## src/supply_monitor_pkg.sv

```systemverilog
// Package for the supply monitor control block: register map, field layout,
// reset values, timing figures and the bus carrier structs.
// Assumes a 40 MHz system clock and an AXI4-Lite master with 32-bit data.
package supply_monitor_pkg;

  // ****************************************************************
  // Register map (byte addresses, one aligned word each)
  // ****************************************************************
  localparam logic [7:0] CONTROL_OFFSET = 8'h00;  // Supply monitor control
  localparam logic [7:0] FLAG_OFFSET = 8'h04;     // Interrupt request flag word

  // ****************************************************************
  // Control field positions and reset values
  // ****************************************************************
  localparam int THRESHOLD_LSB = 0;
  localparam int THRESHOLD_WIDTH = 3;
  localparam int ENABLE_BIT = 4;
  localparam int DETECT_BIT = 5;
  localparam int FLAG_BIT = 0;
  localparam logic [2:0] THRESHOLD_RESET = 3'h0;
  localparam logic ENABLE_RESET = 1'b0;

  // ****************************************************************
  // Timing
  // ****************************************************************
  localparam int CLOCK_HZ = 40000000;
  localparam int QUALIFY_DELAY_NS = 1000;  // Qualification delay, least time
  localparam int QUALIFY_CYCLES =
    ((QUALIFY_DELAY_NS * (CLOCK_HZ / 1000000)) + 999) / 1000 < 1 ? 1 :
    ((QUALIFY_DELAY_NS * (CLOCK_HZ / 1000000)) + 999) / 1000;

  // ****************************************************************
  // AXI4-Lite response codes and carriers
  // ****************************************************************
  localparam logic [1:0] RESP_OKAY = 2'h0;
  localparam logic [1:0] RESP_SLVERR = 2'h2;

  typedef struct packed {
    logic [31:0] data;
    logic [1:0] resp;
  } read_answer_type;

  typedef struct packed {
    logic [2:0] threshold;
    logic on;
  } control_type;

endpackage

```

## src/supply_monitor.sv

```systemverilog
// Digital control and flag logic of the supply monitor, with AXI4-Lite registers.
// Assumes the analogue comparator output arrives asynchronously on COMPARE_LOW.
`timescale 1ns/1ps
module supply_monitor (
  input wire logic MCLK,
  input wire logic RESET,
  input wire logic COMPARE_LOW,
  input wire logic POWERED_DOWN,
  input wire logic [31:0] S_AXI_AWADDR,
  input wire logic S_AXI_AWVALID,
  output logic S_AXI_AWREADY,
  input wire logic [31:0] S_AXI_WDATA,
  input wire logic [3:0] S_AXI_WSTRB,
  input wire logic S_AXI_WVALID,
  output logic S_AXI_WREADY,
  output logic [1:0] S_AXI_BRESP,
  output logic S_AXI_BVALID,
  input wire logic S_AXI_BREADY,
  input wire logic [31:0] S_AXI_ARADDR,
  input wire logic S_AXI_ARVALID,
  output logic S_AXI_ARREADY,
  output logic [31:0] S_AXI_RDATA,
  output logic [1:0] S_AXI_RRESP,
  output logic S_AXI_RVALID,
  input wire logic S_AXI_RREADY,
  output logic MONITOR_POWER_ON,
  output logic [2:0] THRESHOLD_SELECT,
  output logic MULTI_FUNCTION_IRQ,
  output logic WAKE_UP
);

  // ****************************************************************
  // Control state
  // ****************************************************************
  supply_monitor_pkg::control_type control_reg;  // Threshold and enable
  logic flag_reg;         // Low supply interrupt request flag
  logic flag_prev_reg;    // Flag delayed, for edge detection
  logic sync1_reg;        // First synchroniser stage, read by sync2 only
  logic sync2_reg;        // Second synchroniser stage
  logic qualified;        // Low level stood for the full delay
  logic qualified_prev_reg;  // For rising edge of qualification
  logic detect;           // Gated detect level

  // ****************************************************************
  // Bus state
  // ****************************************************************
  logic aw_held_reg;       // Write address taken, waiting for data
  logic w_held_reg;        // Write data taken, waiting for address
  logic [7:0] aw_addr_reg; // Latched write address
  logic [31:0] w_data_reg; // Latched write data
  logic [3:0] w_strb_reg;  // Latched write strobes
  logic do_write;          // Both halves present this cycle
  logic [7:0] wr_addr;
  logic [31:0] wr_data;
  logic [3:0] wr_strb;
  logic flag_set;
  logic flag_write;
  logic flag_wdata;
  supply_monitor_pkg::read_answer_type read_answer;

  // ****************************************************************
  // Comparator synchroniser
  // ****************************************************************
  // Two flops; the analogue output has no relation to MCLK
  always_ff @(posedge MCLK) begin
    if (RESET) begin
      sync1_reg <= 1'b0;
      sync2_reg <= 1'b0;
    end else begin
      sync1_reg <= COMPARE_LOW;
      sync2_reg <= sync1_reg;
    end
  end

  // Detect reads low while the detector is switched off; POWERED_DOWN has no say
  assign detect = control_reg.on & sync2_reg;

  // ****************************************************************
  // Qualification delay
  // ****************************************************************
  supply_qualifier #(
    .CYCLES(supply_monitor_pkg::QUALIFY_CYCLES)
  ) qualifier (
    .clk(MCLK),
    .rst(RESET),
    .detect(detect),
    .qualified(qualified)
  );

  // Edge of qualification; chatter only restarts the count
  always_ff @(posedge MCLK) begin
    if (RESET) begin
      qualified_prev_reg <= 1'b0;
    end else begin
      qualified_prev_reg <= qualified;
    end
  end

  assign flag_set = qualified & ~qualified_prev_reg;

  // ****************************************************************
  // Write channel
  // ****************************************************************
  // Address and data are taken in either order and joined here
  assign wr_addr = aw_held_reg ? aw_addr_reg : S_AXI_AWADDR[7:0];
  assign wr_data = w_held_reg ? w_data_reg : S_AXI_WDATA;
  assign wr_strb = w_held_reg ? w_strb_reg : S_AXI_WSTRB;
  assign do_write = (aw_held_reg | (S_AXI_AWVALID & S_AXI_AWREADY)) &
                    (w_held_reg | (S_AXI_WVALID & S_AXI_WREADY));

  // Ready drops while a response waits, which keeps one write in flight
  always_ff @(posedge MCLK) begin
    if (RESET) begin
      S_AXI_AWREADY <= 1'b0;
      S_AXI_WREADY <= 1'b0;
      aw_held_reg <= 1'b0;
      w_held_reg <= 1'b0;
      aw_addr_reg <= 8'h00;
      w_data_reg <= 32'h00000000;
      w_strb_reg <= 4'h0;
    end else if (do_write) begin
      S_AXI_AWREADY <= 1'b0;
      S_AXI_WREADY <= 1'b0;
      aw_held_reg <= 1'b0;
      w_held_reg <= 1'b0;
    end else begin
      // Offer ready only when idle
      S_AXI_AWREADY <= ~aw_held_reg & ~S_AXI_BVALID & ~(S_AXI_AWVALID & S_AXI_AWREADY);
      S_AXI_WREADY <= ~w_held_reg & ~S_AXI_BVALID & ~(S_AXI_WVALID & S_AXI_WREADY);
      if (S_AXI_AWVALID & S_AXI_AWREADY) begin
        aw_held_reg <= 1'b1;
        aw_addr_reg <= S_AXI_AWADDR[7:0];
      end
      if (S_AXI_WVALID & S_AXI_WREADY) begin
        w_held_reg <= 1'b1;
        w_data_reg <= S_AXI_WDATA;
        w_strb_reg <= S_AXI_WSTRB;
      end
    end
  end

  // Response: OKAY for mapped words, SLVERR elsewhere
  always_ff @(posedge MCLK) begin
    if (RESET) begin
      S_AXI_BVALID <= 1'b0;
      S_AXI_BRESP <= supply_monitor_pkg::RESP_OKAY;
    end else if (do_write) begin
      S_AXI_BVALID <= 1'b1;
      if (wr_addr == supply_monitor_pkg::CONTROL_OFFSET || wr_addr == supply_monitor_pkg::FLAG_OFFSET) begin
        S_AXI_BRESP <= supply_monitor_pkg::RESP_OKAY;
      end else begin
        S_AXI_BRESP <= supply_monitor_pkg::RESP_SLVERR;
      end
    end else if (S_AXI_BREADY) begin
      S_AXI_BVALID <= 1'b0;
    end
  end

  // ****************************************************************
  // Control register
  // ****************************************************************
  // Only byte lane 0 holds fields; other lanes are ignored
  always_ff @(posedge MCLK) begin
    if (RESET) begin
      control_reg.threshold <= supply_monitor_pkg::THRESHOLD_RESET;
      control_reg.on <= supply_monitor_pkg::ENABLE_RESET;
    end else if (do_write && wr_addr == supply_monitor_pkg::CONTROL_OFFSET && wr_strb[0]) begin
      control_reg.threshold <= wr_data[supply_monitor_pkg::THRESHOLD_LSB +: supply_monitor_pkg::THRESHOLD_WIDTH];
      control_reg.on <= wr_data[supply_monitor_pkg::ENABLE_BIT];
    end
  end

  // ****************************************************************
  // Interrupt request flag
  // ****************************************************************
  assign flag_write = do_write && wr_addr == supply_monitor_pkg::FLAG_OFFSET && wr_strb[0];
  assign flag_wdata = wr_data[supply_monitor_pkg::FLAG_BIT];

  // Software may write either value, so it can preset the flag before sleep;
  // a hardware set in the same cycle wins over a clear
  always_ff @(posedge MCLK) begin
    if (RESET) begin
      flag_reg <= 1'b0;
    end else if (flag_set) begin
      flag_reg <= 1'b1;
    end else if (flag_write) begin
      flag_reg <= flag_wdata;
    end
  end

  // Delayed copy for the wake-up edge
  always_ff @(posedge MCLK) begin
    if (RESET) begin
      flag_prev_reg <= 1'b0;
    end else begin
      flag_prev_reg <= flag_reg;
    end
  end

  // ****************************************************************
  // Side outputs
  // ****************************************************************
  // All registered so the outputs come straight from flops
  always_ff @(posedge MCLK) begin
    if (RESET) begin
      MONITOR_POWER_ON <= 1'b0;
      THRESHOLD_SELECT <= supply_monitor_pkg::THRESHOLD_RESET;
      MULTI_FUNCTION_IRQ <= 1'b0;
      WAKE_UP <= 1'b0;
    end else begin
      MONITOR_POWER_ON <= control_reg.on;
      THRESHOLD_SELECT <= control_reg.threshold;
      MULTI_FUNCTION_IRQ <= flag_reg;
      WAKE_UP <= flag_reg & ~flag_prev_reg & POWERED_DOWN;
    end
  end

  // ****************************************************************
  // Read channel
  // ****************************************************************
  // Read data built from live state; reserved bits read zero
  always_comb begin
    read_answer.data = 32'h00000000;
    read_answer.resp = supply_monitor_pkg::RESP_OKAY;
    case (S_AXI_ARADDR[7:0])
      supply_monitor_pkg::CONTROL_OFFSET: begin
        read_answer.data[supply_monitor_pkg::THRESHOLD_LSB +: supply_monitor_pkg::THRESHOLD_WIDTH] =
          control_reg.threshold;
        read_answer.data[supply_monitor_pkg::ENABLE_BIT] = control_reg.on;
        read_answer.data[supply_monitor_pkg::DETECT_BIT] = detect;
      end
      supply_monitor_pkg::FLAG_OFFSET: begin
        read_answer.data[supply_monitor_pkg::FLAG_BIT] = flag_reg;
      end
      default: begin
        read_answer.resp = supply_monitor_pkg::RESP_SLVERR;
      end
    endcase
  end

  // Address taken, answer one cycle later, held until rready
  always_ff @(posedge MCLK) begin
    if (RESET) begin
      S_AXI_ARREADY <= 1'b0;
      S_AXI_RVALID <= 1'b0;
      S_AXI_RDATA <= 32'h00000000;
      S_AXI_RRESP <= supply_monitor_pkg::RESP_OKAY;
    end else if (S_AXI_ARVALID & S_AXI_ARREADY) begin
      S_AXI_ARREADY <= 1'b0;
      S_AXI_RVALID <= 1'b1;
      S_AXI_RDATA <= read_answer.data;
      S_AXI_RRESP <= read_answer.resp;
    end else if (S_AXI_RVALID) begin
      if (S_AXI_RREADY) begin
        S_AXI_RVALID <= 1'b0;
      end
    end else begin
      S_AXI_ARREADY <= 1'b1;
    end
  end

endmodule

```

## src/supply_qualifier.sv

```systemverilog
// Qualification delay for the low supply indication.
// Assumes its input is already synchronous to the clock.
`timescale 1ns/1ps
module supply_qualifier #(
  parameter int CYCLES = 40
) (
  input wire logic clk,
  input wire logic rst,
  input wire logic detect,
  output logic qualified
);

  // ****************************************************************
  // Checks
  // ****************************************************************
  initial begin
    if (CYCLES < 1) begin
      $error("CYCLES must be at least one");
    end
  end

  localparam int CW = $clog2(CYCLES + 1);
  logic [CW-1:0] count_reg;  // Cycles the detect level has stood high

  // Counter restarts on every drop so a chattering level never qualifies early
  always_ff @(posedge clk) begin
    if (rst) begin
      count_reg <= '0;
    end else if (!detect) begin
      count_reg <= '0;
    end else if (count_reg != CW'(CYCLES)) begin
      count_reg <= count_reg + CW'(1);
    end
  end

  // Qualified once the full delay has passed
  assign qualified = (count_reg == CW'(CYCLES));

endmodule

```

## config.mk

```make
export PLATFORM = sky130hd
export DESIGN_NAME = supply_monitor
export DESIGN_NICKNAME = d
export VERILOG_FILES = /design/src/supply_monitor_pkg.sv /design/src/supply_monitor.sv /design/src/supply_qualifier.sv
export SDC_FILE = /design/constraint.sdc
export NUM_CORES = 1
export LEC_CHECK = 0
export BUFFER_PORTS_ARGS = -buffer_cell sky130_fd_sc_hd__buf_4
export CORE_ASPECT_RATIO = 0.9
export CORE_MARGIN = 2
export CORE_UTILIZATION = 43
export CTS_CLUSTER_SIZE = 10
export DETAILED_ROUTE_END_ITERATION = 10
export HOLD_SLACK_MARGIN = 0.06
export PLACE_DENSITY = 0.95
export SYNTH_ARGS = -nofsm -noshare
export SYNTH_HDL_FRONTEND = slang
export SYNTH_HIERARCHICAL = 1
export SYNTH_SLANG_ARGS = --single-unit
```

## constraint.sdc

```tcl
create_clock -name MCLK -period 3.6 [get_ports MCLK]
set_input_delay 0.18 -clock MCLK [delete_from_list [all_inputs] [get_ports MCLK]]
set_output_delay 0.18 -clock MCLK [all_outputs]
set_load 0.01 [all_outputs]
```

== Word level (Yosys, flattened, before mapping) ==
Index checks and enable logic that the tools add are counted.
Cells by class
  add/sub/neg operators: 1
  eq/ne operators: 4
  multiplexer cells: 15
  bitwise operators: 23
  reduce and logical (&&, ||, !) cells: 15
Operator list (number)
  8-bit by 3-bit == test with 1-bit output, second input constant: 2
  8-bit logical NOT: 2
  1-bit bitwise AND: 12
  1-bit NOT: 9
  1-bit two-way mux: 8
  2-bit two-way mux: 4
  8-bit two-way mux: 1
  2-bit OR reduction: 4
  6-bit by 1-bit adder with 6-bit output, second input constant: 1
  6-bit == test, second input constant: 1
  6-bit inequality test, second input constant: 1
  5-bit two-way mux: 1
  1-bit logical AND: 4
  2-bit AND reduction: 2
  2-bit nonzero test: 2
  1-bit OR: 2
  1-bit one-hot mux with 2 select lines: 1
  1-bit logical OR: 1
Storage, ports and cells
  flip-flop bits (word level): 50
  input port bits: 109
  output and inout port bits: 47

== Depth between registers and ports, before layout ==
Gate-level depths: netlist of the first run.
  word-level depth: 7
  gate-level depth with buffers: 8
  gate-level depth less buffers: 8

== By module ==
The synthesis of the first run kept the hierarchy.
Modules (own cells, without submodules)
  supply_monitor: instances 1, cells an instance 181, area an instance 1765.4 um^2, seq. area each 820.8 um^2
  supply_qualifier: instances 1, cells an instance 33, area an instance 291.5 um^2, seq. area each 120.1 um^2

== Least setup slack after synthesis of the first run ==
OpenSTA, ideal clock, no wires.
  path type: flip-flop to flip-flop
  from: register aw_held_reg
  to: register control_reg[0] in the netlist's numbering
  library setup time: 121 ps
  arrival: 1472 ps
  data required time: 3479 ps
  setup slack: 2007 ps
  stages on the path, launching flop included: 5
  cells stage by stage: dfxtp_1 -> or4b_1 -> o22ai_2 -> nand4_2 -> mux2_2
Between the ends
  longest elaborated chain between the ends: 4
  elaborated cells between the ends (all ways): 6
  those cells by class: 1 x mux; 2 x bitwise; 3 x reduce/logical
Ends and longest elaborated chain
  start: declaration: RTL line supply_monitor.sv:47  | logic aw_held_reg;
  start signal: assignment: RTL line supply_monitor.sv:116  | aw_held_reg <= 1'b0;
  start signal: assignment: RTL line supply_monitor.sv:124  | aw_held_reg <= 1'b0;
  start signal: assignment: RTL line supply_monitor.sv:131  | aw_held_reg <= 1'b1;
  8-bit two-way mux or 1-bit OR (tied branches): RTL line supply_monitor.sv:105, supply_monitor.sv:108
  8-bit logical NOT or 1-bit bitwise AND (tied branches): RTL line supply_monitor.sv:167, supply_monitor.sv:108
  1-bit logical AND * (2 in a row): RTL line supply_monitor.sv:167  | end else if (do_write && wr_addr == supply_monitor_pkg::CONTROL_OFFSET && wr_strb[0]) begin
  end: declaration: RTL line supply_monitor.sv:35  | supply_monitor_pkg::control_type control_reg;
Mark *: on every way between the ends. The rest lies on a longest branch, timed or not.
A chain may end at the register's enable or synchronous reset.

== Worst setup path after layout of the first run ==
  from: register aw_held_reg
  to: register control_reg[2] in the netlist's numbering
The elaborated chain is that of the path after synthesis.

==> out/qor.yml, run 1 <==
pwr:
  intPower_uw: 728
  power.static_leakage_nw: 1.05
  p_sw_uw: 243
  pwr-share-clk_pct: 31.3
  switching_share_pct: 25.1
  seq_power_share_pct: 56.7
  finalPower_uw: 971
  power.share.combinational_pct: 12.0
  peakVddDrop_mv: 0.213
  powerDensity_nw_per_um2: 400
worst_setup_path:
  crit_required_ns: 3.79
  r2r_end: "control_reg[2]"
  startpoint: "aw_held_reg"
  worstPathArrival_ns: 2.01
  critPathLaunchType: "flip-flop"
  cp_max_fo: 7
  ff2ff_path_depth: 4
  end_kind: "flip-flop"
  crit_slowest_cell: "dfxtp_1"
  reg2reg_from: "aw_held_reg"
  max_stage_delay_ns: 0.49
  cp_cell_sequence: "or4b_1 > o22ai_2 > nand4_2 > mux2_2"
  path_class: "flip-flop to flip-flop"
  rrSetupSlack_ns: 1.78
finish:
  fin_nets: 371
  nFillCells: 414
  antennaDiodeCount: 0
  largest_reg_flops: 8
  final_cell_mix: "dfxtp_1, buf_4, nor2_1"
  postLayoutCoreUtil_pct: 53.8
  syn_to_final_growth_pct: 18.2
  drive_gt1_share_pct: 25.3
clock_tree:
  root_buffer: "clkbuf_8"
  postCtsSetupRepairBufs: 0
  cts_buffers: 5
  cts_tree: "yes"
  clock_latency_ns: 0.30
  htree_levels: 2
  path_clk_slew_ns: 0.09
  ctsLongestPathBuffers: 2
  cts_sinks: 47
  post_cts_resized: 0
  hold_buffers: 0
drt:
  final_antenna_net_count: 0
  drtPass1Iterations: 4
  vias: 1530
  wl_per_cell_microns: 12.0
  vias_per_cell: 4.74
  wl_microns: 3870
  drc: 0
  drtIter0Drc: 60
hold_path:
  holdPathStages: 2
  hold_end: "sync1_reg"
  holdCritPathClass: "input port to flip-flop"
  hold_start: "COMPARE_LOW"
sta:
  period_share_pct: 50.5
  finalMaxSlewViolations: 0
  rsz0062_at_grt: "false"
  hold_violations: 0
  worst_slew_pin_slew_ns: 0.536
  finalCriticalPeriod_ns: 1.82
  relSlewSlack_pct: 64.0
  fin_setup_tns_ns: 0
  holdWs_ns: 0.121
  final.setup_skew_ns: 0.00678
  max_freq_mhz: 550
  setup_ws_ns: 1.78
  setup_viol: 0
synthesis:
  seq_area_frac_synth_pct: 45.7
  ys_seq_elements: 47
  synth_area_per_cell_sq_um: 9.61
  netlist_instances: 214
  yosys.cell_types.count: 39
  yosys_warnings: 6
  synth_area_sq_um: 2060
floorplanning:
  die-area_sq_um: 5350
  core_sq_um: 4520
  die-height_microns: 69.6
  dieWidth_microns: 76.9
  start_util_pct: 45.5
  rows: 23
  io_pins: 156
grt:
  grt_pass1_wl_microns: 6180
  grt_max_degree: 41
  antenna_found_initial: 0
  track_usage_pct: 14.4
  gr-total-overflow: 0
  grt_pass1_vias: 1410
placed_design:
  dpl_worst_slack_ns: 1.81
  numPortBuffers: 47
  post-dp-hpwl_microns: 2940
  gp_congestion: 0.789
flow_run:
  drv_cap: 0
outcome:
  outcome: "completed"
[cell type report]
cell class                 instances  area, sq um  area share, %
multi-input combinational        154          956           39.3
sequential                        47          941           38.7
timing repair buffer              47          353           14.5
tap                               62         77.6           3.19
clock buffer                       6         72.6           2.99
inverter                           5         18.8          0.772
clock inverter                     2         12.5          0.515
[per-layer routing]
metal	vias to the layer above	wire [microns]	GRT usage (%)
li1	764	-	-
met3	6	293	5.34
met4	0	67	5.05
met1	703	1690	15.9
met5	-	0	0
met2	57	1820	25.2
[power groups by stage]
stage               logic (mW)  clock network, mW  registers, mW
global placement         0.114                  0          0.562
CTS                      0.118              0.312          0.550
finish                   0.117              0.304          0.551
detailed placement       0.117                  0          0.563
floorplan               0.0945                  0          0.561
global route             0.129              0.329          0.553
[synthesized netlist by cell type (all sizes together)]
cell type	instances	area, sq um
a21oi	8	40.0
and3b	1	8.76
buf	32	231
and4b	1	11.3
mux2i	20	200
nor2	31	116
a21o	3	25.0
or4b	1	10.0
ha	2	25.0
nor3	12	60.1
nand2b	2	12.5
clkbuf	4	15.0
or4	2	15.0
mux2	5	56.3
inv	5	18.8
nor4	2	18.8
nand3	3	20.0
a311oi	1	8.76
dfxtp	47	941
or3	1	6.26
xnor2	2	17.5
nor2b	9	56.3
o21ai	3	15.0
and3	2	12.5
nand4bb	1	11.3
nand2	2	7.51
conb	1	3.75
xor2	1	8.76
a22oi	5	37.5
nand4b	1	8.76
o22ai	1	12.5
nand4	2	18.8
and2	1	6.26
[stage by stage]
step | instance area (sq um) | cells
floorplan | 2160 | 242
global placement | 2350 | 315
detailed placement | 2350 | 315
CTS | 2430 | 323
global route | 2430 | 323
finish | 2430 | 323
[kinds of logic (layout without fill, tap and decap cells)]
family | count (synthesis) | count (layout) | share of synthesized area [%]
adder cells (fa/ha/maj) | 2 | 2 | 1.22
AND/OR/NAND/NOR | 74 | 74 | 19.5
AO/OA/AOI/OAI | 21 | 21 | 6.75
XOR/XNOR | 3 | 3 | 1.28
flip-flops | 47 | 47 | 45.7
buffers and inverters | 41 | 60 | 12.9
multiplexers | 25 | 25 | 12.5
other | 1 | 29 | 0.182
[worst max-delay path by stage]
stage / end / slack, ns / cells after the start
5_1_grt: control_reg[2] / 1.73 / 4
6_report: control_reg[2] / 1.78 / 4
4_1_cts: control_reg[1] / 1.79 / 4
3_5_place_dp: control_reg[1] / 1.81 / 4
2_1_floorplan: control_reg[0] / 2.01 / 4
3_3_place_gp: control_reg[0] / 1.85 / 4
[critical path: cells and delay by family (launching register included)]
family	cells	cell delay, ns
and+or+nand+nor	2	0.67
muxes	1	0.31
DFF	1	0.49
AOI/OAI and AO/OA	1	0.24
Note: power is estimated with default switching activity, not from simulation.
==> run 2, diff against run 1 <==
--- a/config.mk
+++ b/config.mk
@@ -8,11 +8,11 @@
 export BUFFER_PORTS_ARGS = -buffer_cell sky130_fd_sc_hd__buf_4
 export CORE_ASPECT_RATIO = 0.9
 export CORE_MARGIN = 2
-export CORE_UTILIZATION = 43
+export CORE_UTILIZATION = 36
 export CTS_CLUSTER_SIZE = 10
 export DETAILED_ROUTE_END_ITERATION = 10
 export HOLD_SLACK_MARGIN = 0.06
-export PLACE_DENSITY = 0.95
+export PLACE_DENSITY = 0.88
 export SYNTH_ARGS = -nofsm -noshare
 export SYNTH_HDL_FRONTEND = slang
 export SYNTH_HIERARCHICAL = 1
==> constraint.sdc (replaced) <==
create_clock -name MCLK -period 1.5 [get_ports MCLK]
set_input_delay 0.075 -clock MCLK [delete_from_list [all_inputs] [get_ports MCLK]]
set_output_delay 0.075 -clock MCLK [all_outputs]
set_load 0.01 [all_outputs]
==> run 2 against run 1 <==
Compared with the run above:
- the flow now finishes with violations (setup timing)
- clock skew decreased by 0.0013 ns
- critical endpoint is now flag_reg
- via count increased by 7.1%
- highest routed layer unchanged
- largest power group unchanged
- global-route usage decreased by 0.85 points
- sequential power increased by 140%
- largest cell class unchanged
- power increased to 2.7 times the previous value
- setup slack got worse by 1.9 ns
- maximum frequency increased by 13%
- hold slack got worse by 0.060 ns
- wire length increased by 13%
==> out/qor.yml, run 2 (synthesis gave the netlist of run 1 again) <==
pwr:
  finalPower_mw: 2.65  # was 971 uW
  power.static_leakage_nw: 1.18  # was 1.05 nW
  peakVddDrop_mv: 0.446  # was 0.213 mV
  powerDensity_nw_per_um2: 959  # was 400 nW/um^2
finish:
  syn_to_final_growth_pct: 34.2  # was 18.2%
  final_cell_mix: "buf_4, dfxtp_1, nor2_1"  # was dfxtp_1, buf_4, nor2_1
  postLayoutCellArea_sq_um: 2760  # was 2430 sq um
  nFillCells: 519  # was 414
  largest_reg_flops: 8  # unchanged
  multi_input_area_sq_um: 992  # was 956 sq um
  antennaDiodeCount: 0  # unchanged
  drive_gt1_share_pct: 28.9  # was 25.3%
  fin_nets: 397  # was 371
  final_common_cell: "buf_4"
  seq_area_sq_um: 942  # was 941 sq um
placed_design:
  dpl_cell_area_sq_um: 2420  # was 2350 sq um
  gp_congestion: 0.741  # was 0.789
  numPortBuffers: 47  # unchanged
  post-dp-hpwl_microns: 3100  # was 2940 microns
  dpl_worst_slack_ns: -0.148  # was 1.81 ns
hold_path:
  holdCritPathClass: "input port to flip-flop"  # unchanged
grt:
  grt.met1_usage_pct: 16.1  # was 15.9%
  track_usage_pct: 13.5  # was 14.4%
  grt_pass1_vias: 1540  # was 1,410
  groute.layer.met3.usage_pct: 3.58  # was 5.34%
  grt-busiest-layer: "met2"  # unchanged
  gr-total-overflow: 0  # unchanged
  grt_pass1_wl_microns: 6810  # was 6180 microns
  antenna_found_initial: 0  # unchanged
  grt_max_degree: 41  # unchanged
  gr-usage-met2_pct: 24.3  # was 25.2%
flow_run:
  drv_cap: 0  # unchanged
sta:
  setup_viol: 5  # was 0
  rsz0062_at_grt: "true"  # was false
  fin_setup_tns_ns: -0.520  # was 0 ns
  hold_violations: 0  # unchanged
  finalCriticalPeriod_ns: 1.61  # was 1.82 ns
  holdWs_ns: 0.0612  # was 0.121 ns
  setup_ws_ns: -0.106  # was 1.78 ns
  finalMaxSlewViolations: 0  # unchanged
  max_freq_mhz: 622  # was 550 MHz
  final.setup_skew_ns: 0.00549  # was 0.00678 ns
  period_share_pct: 107  # was 50.5%
worst_setup_path:
  crit_slowest_cell: "or4b_4"  # was dfxtp_1
  cp_max_fo: 2  # was 7
  worstPathArrival_ns: 1.83  # was 2.01 ns
  max_stage_delay_ns: 0.55  # was 0.49 ns
  critPathLaunchType: "flip-flop"  # unchanged
  cp_cell_sequence: "or4b_4 > o22ai_4 > buf_4 > nand4_1 > mux2i_1"  # was or4b_1 > o22ai_2 > nand4_2 > mux2_2
  crit_required_ns: 1.72  # was 3.79 ns
  end_kind: "flip-flop"  # unchanged
  path_class: "flip-flop to flip-flop"  # unchanged
outcome:
  violations: "setup timing"
  outcome: "complete, but fails checks"  # was completed
clock_tree:
  htree_levels: 2  # unchanged
  cts_sinks: 47  # unchanged
  path_clk_slew_ns: 0.09  # about the same
  clock_latency_ns: 0.30  # about the same
  cts_tree: "yes"  # unchanged
  ctsLongestPathBuffers: 2  # unchanged
  root_buffer: "clkbuf_8"  # unchanged
  cts_buffers: 5  # unchanged
drt:
  drtPass1Iterations: 4  # unchanged
  vias: 1638  # was 1,530
  wl_per_cell_microns: 12.3  # was 12.0 microns
  final_antenna_net_count: 0  # unchanged
  drtIter0Drc: 32  # was 60
  wl_microns: 4380  # was 3870 microns
  drc: 0  # unchanged
  vias_per_cell: 4.59  # was 4.74
floorplanning:
  core_sq_um: 5600  # was 4520 sq um
  rows: 26  # was 23
  die-height_microns: 75.7  # was 69.6 microns
  dieWidth_microns: 83.7  # was 76.9 microns
  die-area_sq_um: 6340  # was 5350 sq um
  start_util_pct: 36.8  # was 45.5%
  io_pins: 156  # unchanged
[run 2: what timing repair did]
| action | in CTS | in global routing |
|---|---|---|
| hold buffers | 17 | 0 |
| endpoints found under the hold margin | 18 | 0 |
| setup endpoints to repair | 5 | 18 |
| pin swaps | 0 | 1 |
| buffers inserted | 0 | 2 |
| resized for setup | 3 | 6 |
[run 2: power by group]
group	switching, mW	internal [mW]	total, mW
sequential	0.0301	1.29	1.32
clock	0.428	0.540	0.968
combinational	0.172	0.189	0.361
total	0.630	2.02	2.65
[run 2: final cells by class]
| class | instances | share of cell area, % |
|---|---|---|
| multi-input combinational | 154 | 35.9 |
| sequential | 47 | 34.1 |
| timing repair buffer | 73 | 21.8 |
| tap | 70 | 3.17 |
| clock buffer | 6 | 2.99 |
| clock inverter | 2 | 1.27 |
| inverter | 5 | 0.680 |
[run 2: worst paths after layout]
check                   endpoint            start  cells after the start  slack [ns]
setup / recovery        flag_reg   aw_addr_reg[4]                      5       -0.11
hold / removal    aw_addr_reg[6]  S_AXI_AWADDR[6]                      3        0.06
setup reg to reg        flag_reg   aw_addr_reg[4]                      5       -0.11
hold reg to reg        sync2_reg        sync1_reg                      1        0.45
[run 2: routing by layer]
layer,wire length [microns],share of wire (%)
met1,1950,45
met2,2100,48
met3,288,6.6
met4,47,1.1
met5,0,0
[run 2: worst max-delay path, delay by kind of cell, from the launching register on]
family	cells	cell delay (ns)
DFF	1	0.32
AOI/OAI and AO/OA	1	0.20
and+or+nand+nor	2	0.67
buffers and inverters	1	0.14
muxes	1	0.20
[run 2: per-stage QoR]
stage                     instances  util, %
final                           357     49.4
after global routing            357     49.4
after floorplan                 242        -
after global placement          330     43.3
after detailed placement        330     43.3
after CTS                       355     48.8
